[src/psm_pkg.sv]
// constants, register map and state codes of the power saving mode controller
package psm_pkg;
	// register byte offsets on the bus
	localparam logic [7:0] PWR_OFS    = 8'h00;
	localparam logic [7:0] PWRX_OFS   = 8'h04;
	localparam logic [7:0] LCD_OFS    = 8'h08;
	localparam logic [7:0] RTC_OFS    = 8'h0C;
	localparam logic [7:0] SYS_OFS    = 8'h10;
	localparam logic [7:0] STAT_OFS   = 8'h14;
	// power_control_reg fields
	localparam int unsigned B_IDLE_ARM  = 0;
	localparam int unsigned B_PD_ARM    = 1;
	localparam int unsigned B_GF0       = 2;
	localparam int unsigned B_GF1       = 3;
	localparam int unsigned B_SLOW      = 4;
	localparam int unsigned B_IDLE_TRIG = 5;
	localparam int unsigned B_PD_TRIG   = 6;
	// power_control_ext_reg fields
	localparam int unsigned B_WSRC      = 4;
	localparam int unsigned B_WKEN      = 7;
	// lcd_control_reg, rtc_control_reg, system_control_reg fields
	localparam int unsigned B_LCD_EN    = 0;
	localparam int unsigned B_LCD_CLK   = 1;
	localparam int unsigned B_RTC_OFF   = 3;
	localparam int unsigned B_PAGE      = 4;
	// reset values and wake vector
	localparam logic [7:0] REG_RST      = 8'h00;
	localparam logic [15:0] VEC_RESET   = 16'h0000;
	localparam logic [15:0] VEC_WAKE    = 16'h007B;
	// timing
	localparam int unsigned SLOW_DIV    = 32;
	localparam int unsigned MC_CLKS     = 12;
	localparam int unsigned CLK_MHZ     = 200;
	localparam int unsigned WAKE_LOW_NS = 10000;
	localparam int unsigned WAKE_LOW_CLKS = (WAKE_LOW_NS * CLK_MHZ + 999) / 1000;
	// power-down mode codes
	localparam logic [1:0] PD_MODE1 = 2'h1;
	localparam logic [1:0] PD_MODE2 = 2'h2;
	localparam logic [1:0] PD_MODE3 = 2'h3;
	typedef enum logic [3:0] {
		ST_RUN  = 4'h1,
		ST_IDLE = 4'h2,
		ST_PD   = 4'h4,
		ST_WAKE = 4'h8
	} psm_state_t;
endpackage : psm_pkg

[src/psm_clk_if.sv]
// link between the controller and its slow-down clock divider
interface psm_clk_if;
	logic slow_req;
	logic osc_run;
	logic tick;
	logic slow_active;
	modport ctl (output slow_req, output osc_run, input tick, input slow_active);
	modport div (input slow_req, input osc_run, output tick, output slow_active);
endinterface : psm_clk_if

[src/psm_top.sv]
// power saving mode controller: slow-down, idle, power-down and wake-up
// How it works
// - slow-down divides cpu and peripheral clocks by 32
// - slow-down starts within two machine cycles
// - arm idle, then trigger plus slowdown together
// - interrupt leaves idle, slowdown stays set
// - mode 1 stops CPU, peripherals, oscillators
// - mode 1 holds pins, strobes driven low
// - mode 2 keeps RTC and LCD running
// - mode 3 keeps RTC only, LCD pins off
// - reset exit restores registers, vector zero
// - wake restarts oscillators, registers kept frozen
// - mode 1 wakes only from interrupt pin
// - modes 2, 3 wake source by select bit
// - arm write then trigger write enters power-down
// - arm and trigger self clear, read zero
// - without wake enable only reset exits
// - power-down right after trigger write
// - wake interrupt fetched from vector 007B
module psm_top #(
	parameter int unsigned MC_CLKS = psm_pkg::MC_CLKS
) (
	// system
	input  wire logic        clk_sys,
	input  wire logic        rst_b,
	// ahb-lite slave
	input  wire logic        hsel,
	input  wire logic [31:0] haddr,
	input  wire logic [1:0]  htrans,
	input  wire logic        hwrite,
	input  wire logic [2:0]  hsize,
	input  wire logic [31:0] hwdata,
	input  wire logic        hready,
	output logic             hreadyout,
	output logic             hresp,
	output logic [31:0]      hrdata,
	// wake and interrupt sources
	input  wire logic        ext_interrupt_zero,
	input  wire logic        rtc_irq,
	input  wire logic        osc_stable,
	input  wire logic        irq_pending,
	// cpu strobes in normal run
	input  wire logic        ale_cpu,
	input  wire logic        pss_cpu,
	// clock and power controls
	output logic             cpu_clk_en,
	output logic             periph_clk_en,
	output logic             rc_osc_en,
	output logic             main_osc_en,
	output logic             rtc_clk_en,
	output logic             lcd_clk_en,
	output logic             lcd_pins_off,
	output logic             port_hold,
	// pins and cpu events
	output logic             address_latch_strobe,
	output logic             program_store_strobe,
	output logic             wake_irq,
	output logic [15:0]      fetch_vector,
	output logic             slow_active
);
	localparam int unsigned CW = $clog2(psm_pkg::WAKE_LOW_CLKS + 1);
	localparam logic [CW-1:0] LOW_LAST = CW'(psm_pkg::WAKE_LOW_CLKS - 1);

	psm_clk_if ci ();

	psm_clkdiv #(
		.MC_CLKS (MC_CLKS)
	) u_div (
		.clk_sys (clk_sys),
		.rst_b   (rst_b),
		.ci      (ci)
	);

	// pin synchronisers: pin, rtc and oscillator watchdog come from other domains
	logic [2:0] sync1_reg;
	logic [2:0] sync2_reg;
	wire  [2:0] async_in = {osc_stable, rtc_irq, ext_interrupt_zero};
	genvar g;
	generate
		for (g = 0; g < 3; g++) begin : g_sync
			always_ff @(posedge clk_sys) begin
				if (!rst_b) begin
					sync1_reg[g] <= 1'b0;
					sync2_reg[g] <= 1'b0;
				end else begin
					sync1_reg[g] <= async_in[g];
					sync2_reg[g] <= sync1_reg[g];
				end
			end
		end
	endgenerate
	wire pin_s = sync2_reg[0];
	wire rtc_s = sync2_reg[1];
	wire osc_s = sync2_reg[2];

	// bus front end: writes land in the data phase, reads take one wait state
	logic       wr_pend_reg;
	logic       rd_pend_reg;
	logic [7:0] addr_reg;
	logic [31:0] hrdata_reg;
	wire addr_ok = hsel & htrans[1] & hready;
	always_ff @(posedge clk_sys) begin
		if (!rst_b) begin
			wr_pend_reg <= 1'b0;
			rd_pend_reg <= 1'b0;
			addr_reg    <= 8'h00;
		end else begin
			wr_pend_reg <= addr_ok & hwrite;
			rd_pend_reg <= addr_ok & ~hwrite;
			if (addr_ok)
				addr_reg <= haddr[7:0];
		end
	end
	assign hreadyout = ~rd_pend_reg;
	assign hresp     = 1'b0;
	assign hrdata    = hrdata_reg;

	wire [7:0] wd      = hwdata[7:0];
	wire wr_pwr        = wr_pend_reg & (addr_reg == psm_pkg::PWR_OFS);
	wire wr_pwrx       = wr_pend_reg & (addr_reg == psm_pkg::PWRX_OFS);
	wire wr_lcd        = wr_pend_reg & (addr_reg == psm_pkg::LCD_OFS);
	wire wr_rtc        = wr_pend_reg & (addr_reg == psm_pkg::RTC_OFS);
	wire wr_sys        = wr_pend_reg & (addr_reg == psm_pkg::SYS_OFS);

	// software registers
	logic [7:0] pwr_reg;
	logic [7:0] pwrx_reg;
	logic [7:0] lcd_reg;
	logic [7:0] rtc_reg;
	logic [7:0] sys_reg;
	logic       pd_arm_reg;
	logic       idle_arm_reg;
	psm_pkg::psm_state_t state_reg;
	psm_pkg::psm_state_t state_next;

	// two-write sequence: the arm write must not carry the trigger, and vice versa
	wire pd_arm_wr   = wd[psm_pkg::B_PD_ARM] & ~wd[psm_pkg::B_PD_TRIG];
	wire pd_trig_wr  = wd[psm_pkg::B_PD_TRIG] & ~wd[psm_pkg::B_PD_ARM];
	wire id_arm_wr   = wd[psm_pkg::B_IDLE_ARM] & ~wd[psm_pkg::B_IDLE_TRIG];
	wire id_trig_wr  = wd[psm_pkg::B_IDLE_TRIG] & ~wd[psm_pkg::B_IDLE_ARM];
	wire in_run      = (state_reg == psm_pkg::ST_RUN);
	// immediate entry: the trigger write itself moves the state
	wire pd_go       = wr_pwr & in_run & pd_arm_reg & pd_trig_wr;
	// idle with slowdown: slowdown bit is stored by the same trigger write
	wire idle_go     = wr_pwr & in_run & idle_arm_reg & id_trig_wr & ~pd_go;
	// paged access: extension register only takes writes while page select is set
	wire pwrx_we     = wr_pwrx & sys_reg[psm_pkg::B_PAGE];

	// self clearing: arm and trigger bits are never stored in the register image
	localparam logic [7:0] PWR_KEEP = 8'h1C;
	always_ff @(posedge clk_sys) begin
		// reset state: every register returns to its reset value
		if (!rst_b) begin
			pwr_reg  <= psm_pkg::REG_RST;
			pwrx_reg <= psm_pkg::REG_RST;
			lcd_reg  <= psm_pkg::REG_RST;
			rtc_reg  <= psm_pkg::REG_RST;
			sys_reg  <= psm_pkg::REG_RST;
		end else begin
			if (wr_pwr)
				pwr_reg <= wd & PWR_KEEP;
			if (pwrx_we)
				pwrx_reg <= wd & 8'h90;
			if (wr_lcd)
				lcd_reg <= wd;
			if (wr_rtc)
				rtc_reg <= wd;
			if (wr_sys)
				sys_reg <= wd;
		end
	end

	// arm tracking: any other write to the control register drops the arm
	always_ff @(posedge clk_sys) begin
		if (!rst_b) begin
			pd_arm_reg   <= 1'b0;
			idle_arm_reg <= 1'b0;
		end else if (wr_pwr) begin
			pd_arm_reg   <= pd_arm_wr;
			idle_arm_reg <= id_arm_wr;
		end
	end

	// power-down flavour taken from the lcd and rtc setup at entry
	wire rtc_on  = ~rtc_reg[psm_pkg::B_RTC_OFF];
	wire lcd_rtc = lcd_reg[psm_pkg::B_LCD_EN] & lcd_reg[psm_pkg::B_LCD_CLK] & rtc_on;
	// mode 1 setup: rtc shut down selects the deepest mode
	wire [1:0] mode_sel = ~rtc_on ? psm_pkg::PD_MODE1 :
		(lcd_rtc ? psm_pkg::PD_MODE2 : psm_pkg::PD_MODE3);

	logic [1:0]    pd_mode_reg;
	logic          wken_reg;
	logic          ws_reg;
	logic [CW-1:0] low_cnt_reg;
	wire in_pd   = (state_reg == psm_pkg::ST_PD);

	// low time: the pin must stay low this long before it counts as a request
	wire pin_wake = in_pd & ~pin_s & (low_cnt_reg == LOW_LAST);
	// mode 1 source: only the pin; source select for the other modes
	wire use_rtc  = (pd_mode_reg != psm_pkg::PD_MODE1) & ws_reg;
	// no wake: without the enable latched at entry only reset leaves
	wire wake_req = wken_reg & (use_rtc ? (in_pd & rtc_s) : pin_wake);

	always_ff @(posedge clk_sys) begin
		if (!rst_b) begin
			pd_mode_reg <= psm_pkg::PD_MODE1;
			wken_reg    <= 1'b0;
			ws_reg      <= 1'b0;
			low_cnt_reg <= '0;
		end else begin
			if (pd_go) begin
				pd_mode_reg <= mode_sel;
				wken_reg    <= pwrx_reg[psm_pkg::B_WKEN];
				ws_reg      <= pwrx_reg[psm_pkg::B_WSRC];
			end
			if (!in_pd || pin_s)
				low_cnt_reg <= '0;
			else if (low_cnt_reg != LOW_LAST)
				low_cnt_reg <= low_cnt_reg + 1'b1;
		end
	end

	// main state machine
	always_comb begin
		state_next = state_reg;
		unique case (state_reg)
			psm_pkg::ST_RUN: begin
				if (pd_go)
					state_next = psm_pkg::ST_PD;
				else if (idle_go)
					state_next = psm_pkg::ST_IDLE;
			end
			// idle exit: slowdown bit is left as software wrote it
			psm_pkg::ST_IDLE: begin
				if (irq_pending)
					state_next = psm_pkg::ST_RUN;
			end
			psm_pkg::ST_PD: begin
				if (wake_req)
					state_next = psm_pkg::ST_WAKE;
			end
			psm_pkg::ST_WAKE: begin
				if (osc_s)
					state_next = psm_pkg::ST_RUN;
			end
			default: state_next = psm_pkg::ST_RUN;
		endcase
	end

	always_ff @(posedge clk_sys) begin
		if (!rst_b)
			state_reg <= psm_pkg::ST_RUN;
		else
			state_reg <= state_next;
	end

	// divider control: oscillators stop only while fully powered down
	wire nx_run  = (state_next == psm_pkg::ST_RUN);
	wire nx_idle = (state_next == psm_pkg::ST_IDLE);
	wire nx_pd   = (state_next == psm_pkg::ST_PD);
	wire nx_down = nx_pd | (state_next == psm_pkg::ST_WAKE);
	wire [1:0] nx_mode = pd_go ? mode_sel : pd_mode_reg;
	assign ci.slow_req = pwr_reg[psm_pkg::B_SLOW];
	assign ci.osc_run  = ~in_pd;

	// lcd keeps its clock in power-down only in mode 2
	wire lcd_nx = lcd_reg[psm_pkg::B_LCD_EN] & ~(nx_down & (nx_mode != psm_pkg::PD_MODE2));
	wire wake_done = (state_reg == psm_pkg::ST_WAKE) & osc_s;

	always_ff @(posedge clk_sys) begin
		if (!rst_b) begin
			cpu_clk_en           <= 1'b0;
			periph_clk_en        <= 1'b0;
			rc_osc_en            <= 1'b1;
			main_osc_en          <= 1'b1;
			rtc_clk_en           <= 1'b1;
			lcd_clk_en           <= 1'b0;
			lcd_pins_off         <= 1'b1;
			port_hold            <= 1'b0;
			address_latch_strobe <= 1'b1;
			program_store_strobe <= 1'b1;
			wake_irq             <= 1'b0;
			fetch_vector         <= psm_pkg::VEC_RESET;
			slow_active          <= 1'b0;
		end else begin
			// divided enables: cpu and peripherals share the same tick
			cpu_clk_en    <= nx_run & ci.tick;
			periph_clk_en <= (nx_run | nx_idle) & ci.tick;
			// oscillators off; wake turns them back on
			rc_osc_en     <= ~nx_pd;
			main_osc_en   <= ~nx_pd;
			// rtc follows its own shutdown bit; lcd stops in mode 3
			rtc_clk_en    <= ~rtc_reg[psm_pkg::B_RTC_OFF];
			lcd_clk_en    <= lcd_nx;
			lcd_pins_off  <= ~lcd_nx;
			// pins frozen, strobes low while powered down
			port_hold     <= nx_down;
			address_latch_strobe <= nx_down ? 1'b0 : (nx_idle | ale_cpu);
			program_store_strobe <= nx_down ? 1'b0 : (nx_idle | pss_cpu);
			// wake interrupt: vector issued once the oscillator is stable
			wake_irq      <= wake_done;
			if (wake_done)
				fetch_vector <= psm_pkg::VEC_WAKE;
			slow_active   <= ci.slow_active;
		end
	end

	// read side: arm and trigger bits always read as zero
	logic [31:0] rd_mux;
	always_comb begin
		rd_mux = 32'h0000_0000;
		unique case (addr_reg)
			psm_pkg::PWR_OFS:    rd_mux[7:0] = pwr_reg;
			psm_pkg::PWRX_OFS:   rd_mux[7:0] = pwrx_reg;
			psm_pkg::LCD_OFS:    rd_mux[7:0] = lcd_reg;
			psm_pkg::RTC_OFS:    rd_mux[7:0] = rtc_reg;
			psm_pkg::SYS_OFS:    rd_mux[7:0] = sys_reg;
			psm_pkg::STAT_OFS:   rd_mux[7:0] = {wken_reg, ci.slow_active, pd_mode_reg, state_reg};
			default:             rd_mux = 32'h0000_0000;
		endcase
	end

	always_ff @(posedge clk_sys) begin
		if (!rst_b)
			hrdata_reg <= 32'h0000_0000;
		else if (rd_pend_reg)
			hrdata_reg <= rd_mux;
	end
endmodule : psm_top

[src/psm_clkdiv.sv]
// divide-by-32 clock enable with machine-cycle aligned mode switch
module psm_clkdiv #(
	parameter int unsigned MC_CLKS = psm_pkg::MC_CLKS
) (
	// system
	input wire logic clk_sys,
	input wire logic rst_b,
	// controller side
	psm_clk_if.div   ci
);
	localparam int unsigned MCW = $clog2(MC_CLKS);
	localparam logic [MCW-1:0] MC_LAST = MCW'(MC_CLKS - 1);
	localparam logic [4:0] DIV_LAST = 5'(psm_pkg::SLOW_DIV - 1);

	logic [MCW-1:0] mc_cnt_reg;
	logic [4:0]     div_cnt_reg;
	logic           slow_reg;
	wire            mc_edge = (mc_cnt_reg == MC_LAST);

	// switch at boundary: mode changes only at a machine-cycle edge, so never later than one
	always_ff @(posedge clk_sys) begin
		if (!rst_b) begin
			mc_cnt_reg  <= '0;
			div_cnt_reg <= '0;
			slow_reg    <= 1'b0;
		end else if (ci.osc_run) begin
			mc_cnt_reg  <= mc_edge ? '0 : mc_cnt_reg + 1'b1;
			div_cnt_reg <= slow_reg ? div_cnt_reg + 1'b1 : '0;
			if (mc_edge)
				slow_reg <= ci.slow_req;
		end
	end

	// divide by 32: one enable in every 32 clocks while slowed
	assign ci.tick        = ci.osc_run & (~slow_reg | (div_cnt_reg == DIV_LAST));
	assign ci.slow_active = slow_reg;
endmodule : psm_clkdiv

[config.mk]
export PLATFORM = sky130hd
export DESIGN_NAME = psm_top
export DESIGN_NICKNAME = d
export VERILOG_FILES = /design/src/psm_pkg.sv /design/src/psm_clk_if.sv /design/src/psm_top.sv /design/src/psm_clkdiv.sv
export SDC_FILE = /design/constraint.sdc
export NUM_CORES = 1
export LEC_CHECK = 0
export BUFFER_PORTS_ARGS = -buffer_cell sky130_fd_sc_hd__buf_4
export CORE_AREA = 5 5 155 83
export CTS_CLUSTER_SIZE = 25
export DETAILED_ROUTE_END_ITERATION = 10
export DIE_AREA = 0 0 160 88
export GPL_TIMING_DRIVEN = 0
export SETUP_SLACK_MARGIN = 0.3
export SYNTH_ARGS = -nofsm -noshare
export SYNTH_HDL_FRONTEND = slang
export SYNTH_SLANG_ARGS = --single-unit
[constraint.sdc]
create_clock -name clk_sys -period 2.16 [get_ports clk_sys]
set_input_delay 0.54 -clock clk_sys [delete_from_list [all_inputs] [get_ports clk_sys]]
set_output_delay 0.54 -clock clk_sys [all_outputs]
set_load 0.05 [all_outputs]
==> results.cfg <==
[critical_path]
critPathTopFamily = simple AND/OR/NAND/NOR gates
crit_chain = buf_6 -> or4b_4 -> or3_1 -> buf_6 -> a211oi_2 -> a31o_1
slowest_stage = or4b_4
worstPathArrival_ns = 2.07
critPathCaptureType = flop
cp_num_buf_inv = 2
cp_slowest_stage_delay_ns = 0.51
path_max_fanout = 10
cp_common_cell = buf_6
critPathLaunchType = flop
crit_type = flop to flop
cp.required_ns = 2.44

[sta]
fin_crit_ns = 1.79
worstMarginPinSlew_ns = 0.615
post-route-period-util = 0.828
hold_violations = 0
relSlewSlack = 0.590
rsz0062_at_grt = true
skew_ns = 0.00817
finalMaxSlewViolations = 0
max_freq_ghz = 0.559
setup_viol = 0
fin_setup_tns_ns = 0
holdWs_ns = 0.389

[synthesis]
yosysMostFrequentCell = dfxtp_1
synth_top_area_share = 0.437
synth_compound_area_frac = 0.109
synth-main-ff-cell = dfxtp_1
ys_seq_elements = 96
synth_seq_area_share = 0.437
ys_types = 61
synthXorXnorAreaFrac = 0.0159
synthCells = 481
synth_area_sq_um = 4400
asyncSetResetFlopFracSynth = 0
synth.area.top_cells = dfxtp_1, mux2i_1, buf_4
synth-simple-area-share = 0.214
synth_top_family_by_area = simple AND/OR/NAND/NOR gates
synthMuxAreaShare = 0.112
yosysWarnings = 0
synthAdderAreaFrac = 0.0114
syn_area_per_cell_sq_um = 9.14
post-synth-top-area-cell = dfxtp_1
synth_common_cells = dfxtp_1, nor2_1, mux2i_1, buf_4, nand2_1
synth-edff-count = 0

[die]
ioPinCount = 142
start_util = 0.386
rows = 28
die_area_sq_um = 14100
die_x_um = 160
coreArea_sq_um = 11400
dieHeight_um = 88

[route]
post_drt_wl_per_cell_um = 16.0
drc = 0
via_count = 3611
via_per_inst = 4.89
drt_pass1_iterations = 5
wl_um = 11800
antenna_left = 0
drt_iter0_drc = 248

[grt]
grt_pass1_vias = 3386
grt_overflow_total = 0
grt_max_degree = 16
antenna_found_initial = 0
grt_pass1_wl_um = 18500
grt_usage = 0.169

[layout]
drive_gt1_frac = 0.257
final_core_util = 0.493
fin_area_sq_um = 5610
diodes = 0
area_growth_pct = 27.5
largest_reg_flops = 11
nets = 667

[run_status]
outcome = finished clean

[power_and_ir_drop]
ir_worst_vdd_v = 0.000536
power.leakage_nw = 2.46
powerDensity_nw_per_um2 = 702

[placed_design]
dpl-instance-area_sq_um = 5120
dp_hpwl_um = 8990
gp_congestion = 0.808
portBuffers = 54

[clocking]
clock_latency_ns = 0.34
cts_tree = built
htreeDepth = 3
clkTransAtPathRegs_ns = 0.07
root_buffer = clkbuf_16
cts_hold_buf = 0
cts_buffer_depth = 2
cts_num_sinks = 96
cts_made_buffers = 9

[flow_run]
maxCapViolations = 0

[min_path]
min_path_type = input pin to flop
layout by cell type, fill, tap and decap left out, types with 3 or more instances in the layout:
cell type / instances
o21a_1: 3
nand2b_1: 4
nor3_1: 5
a21o_1: 4
inv_1: 5
dfxtp_1: 94
clkbuf_1: 13
conb_1: 35
clkbuf_16: 9
or3_1: 4
buf_6: 3
buf_2: 5
nand2_1: 41
nand4_1: 5
o21ai_0: 10
a22o_1: 5
and3_1: 11
nor2_1: 54
ha_1: 3
nor2b_1: 5
o22ai_1: 6
buf_4: 99
a21oi_1: 25
xor2_1: 6
and4_1: 3
and2_1: 10
nand3_1: 15
mux2i_1: 46
per-stage QoR:
| step | instances | setup slack [ns] | power [mW] |
|---|---|---|---|
| detailed placement | 719 | 0.0515 | 2.22 |
| floorplan | 515 | 0.333 | 2.12 |
| CTS | 735 | 0.310 | 3.94 |
| global placement | 719 | 0.0937 | 2.21 |
| global route | 738 | 0.240 | 4.08 |
| finish | 738 | 0.370 | 3.94 |
area by class of cell:
| type | count | area (sq um) |
|---|---|---|
| fillers | 1097 | 5780 |
| multi-input cells | 349 | 2290 |
| flip-flops and latches | 96 | 1920 |
| plain buffers | 65 | 435 |
| repair buffers | 57 | 428 |
| clock buffers | 11 | 243 |
| well taps | 150 | 188 |
| clock inverters | 5 | 80.1 |
| inverters | 5 | 18.8 |
worst paths after layout:
| kind | startpoint | end | slack, ns | depth (start not counted) |
|---|---|---|---|---|
| setup / recovery | state_reg[1] | low_cnt_reg[7] | 0.37 | 6 |
| hold / removal | pss_cpu | program_store_strobe | 0.39 | 2 |
| setup reg to reg | state_reg[1] | low_cnt_reg[7] | 0.37 | 6 |
| hold reg to reg | sync1_reg[1] | rtc_s | 0.43 | 1 |
cells by family after synthesis:
family / Yosys count
muxes: 48
AOI/OAI and AO/OA: 73
xor gates and xnor gates: 8
DFF: 96
and+or+nand+nor: 181
adders and majority gates: 4
buffers and inverters: 70
other: 1
worst reg2reg max path: stages, from the launching register on:
cell and delay [ns]:
dfxtp_1 0.30, buf_6 0.14, or4b_4 0.51, or3_1 0.35
buf_6 0.16, a211oi_2 0.15, a31o_1 0.12
power by group:
group          internal, mW  leakage (nW)  switching, mW
Combinational         0.131          1.53          0.265
Clock                  1.05         0.152          0.686
Sequential             1.79         0.778         0.0181
routing by layer:
| layer | global-route usage | vias to the layer above | part of all wire | wire length, um |
|---|---|---|---|---|
| li1 | - | 1817 | - | - |
| met1 | 0.262 | 1659 | 0.54 | 6370 |
| met2 | 0.215 | 123 | 0.37 | 4320 |
| met3 | 0.0621 | 12 | 0.083 | 973 |
| met4 | 0.0406 | 0 | 0.0096 | 113 |
| met5 | 0 | - | 0 | 0 |
timing repair:
action	4_1_cts	5_1_grt
hold endpoints to repair	0	0
setup buffers	0	3
resized for setup	16	18
setup endpoints to repair	47	43
pin swaps	0	3
Power figures use the tool's default switching activity.
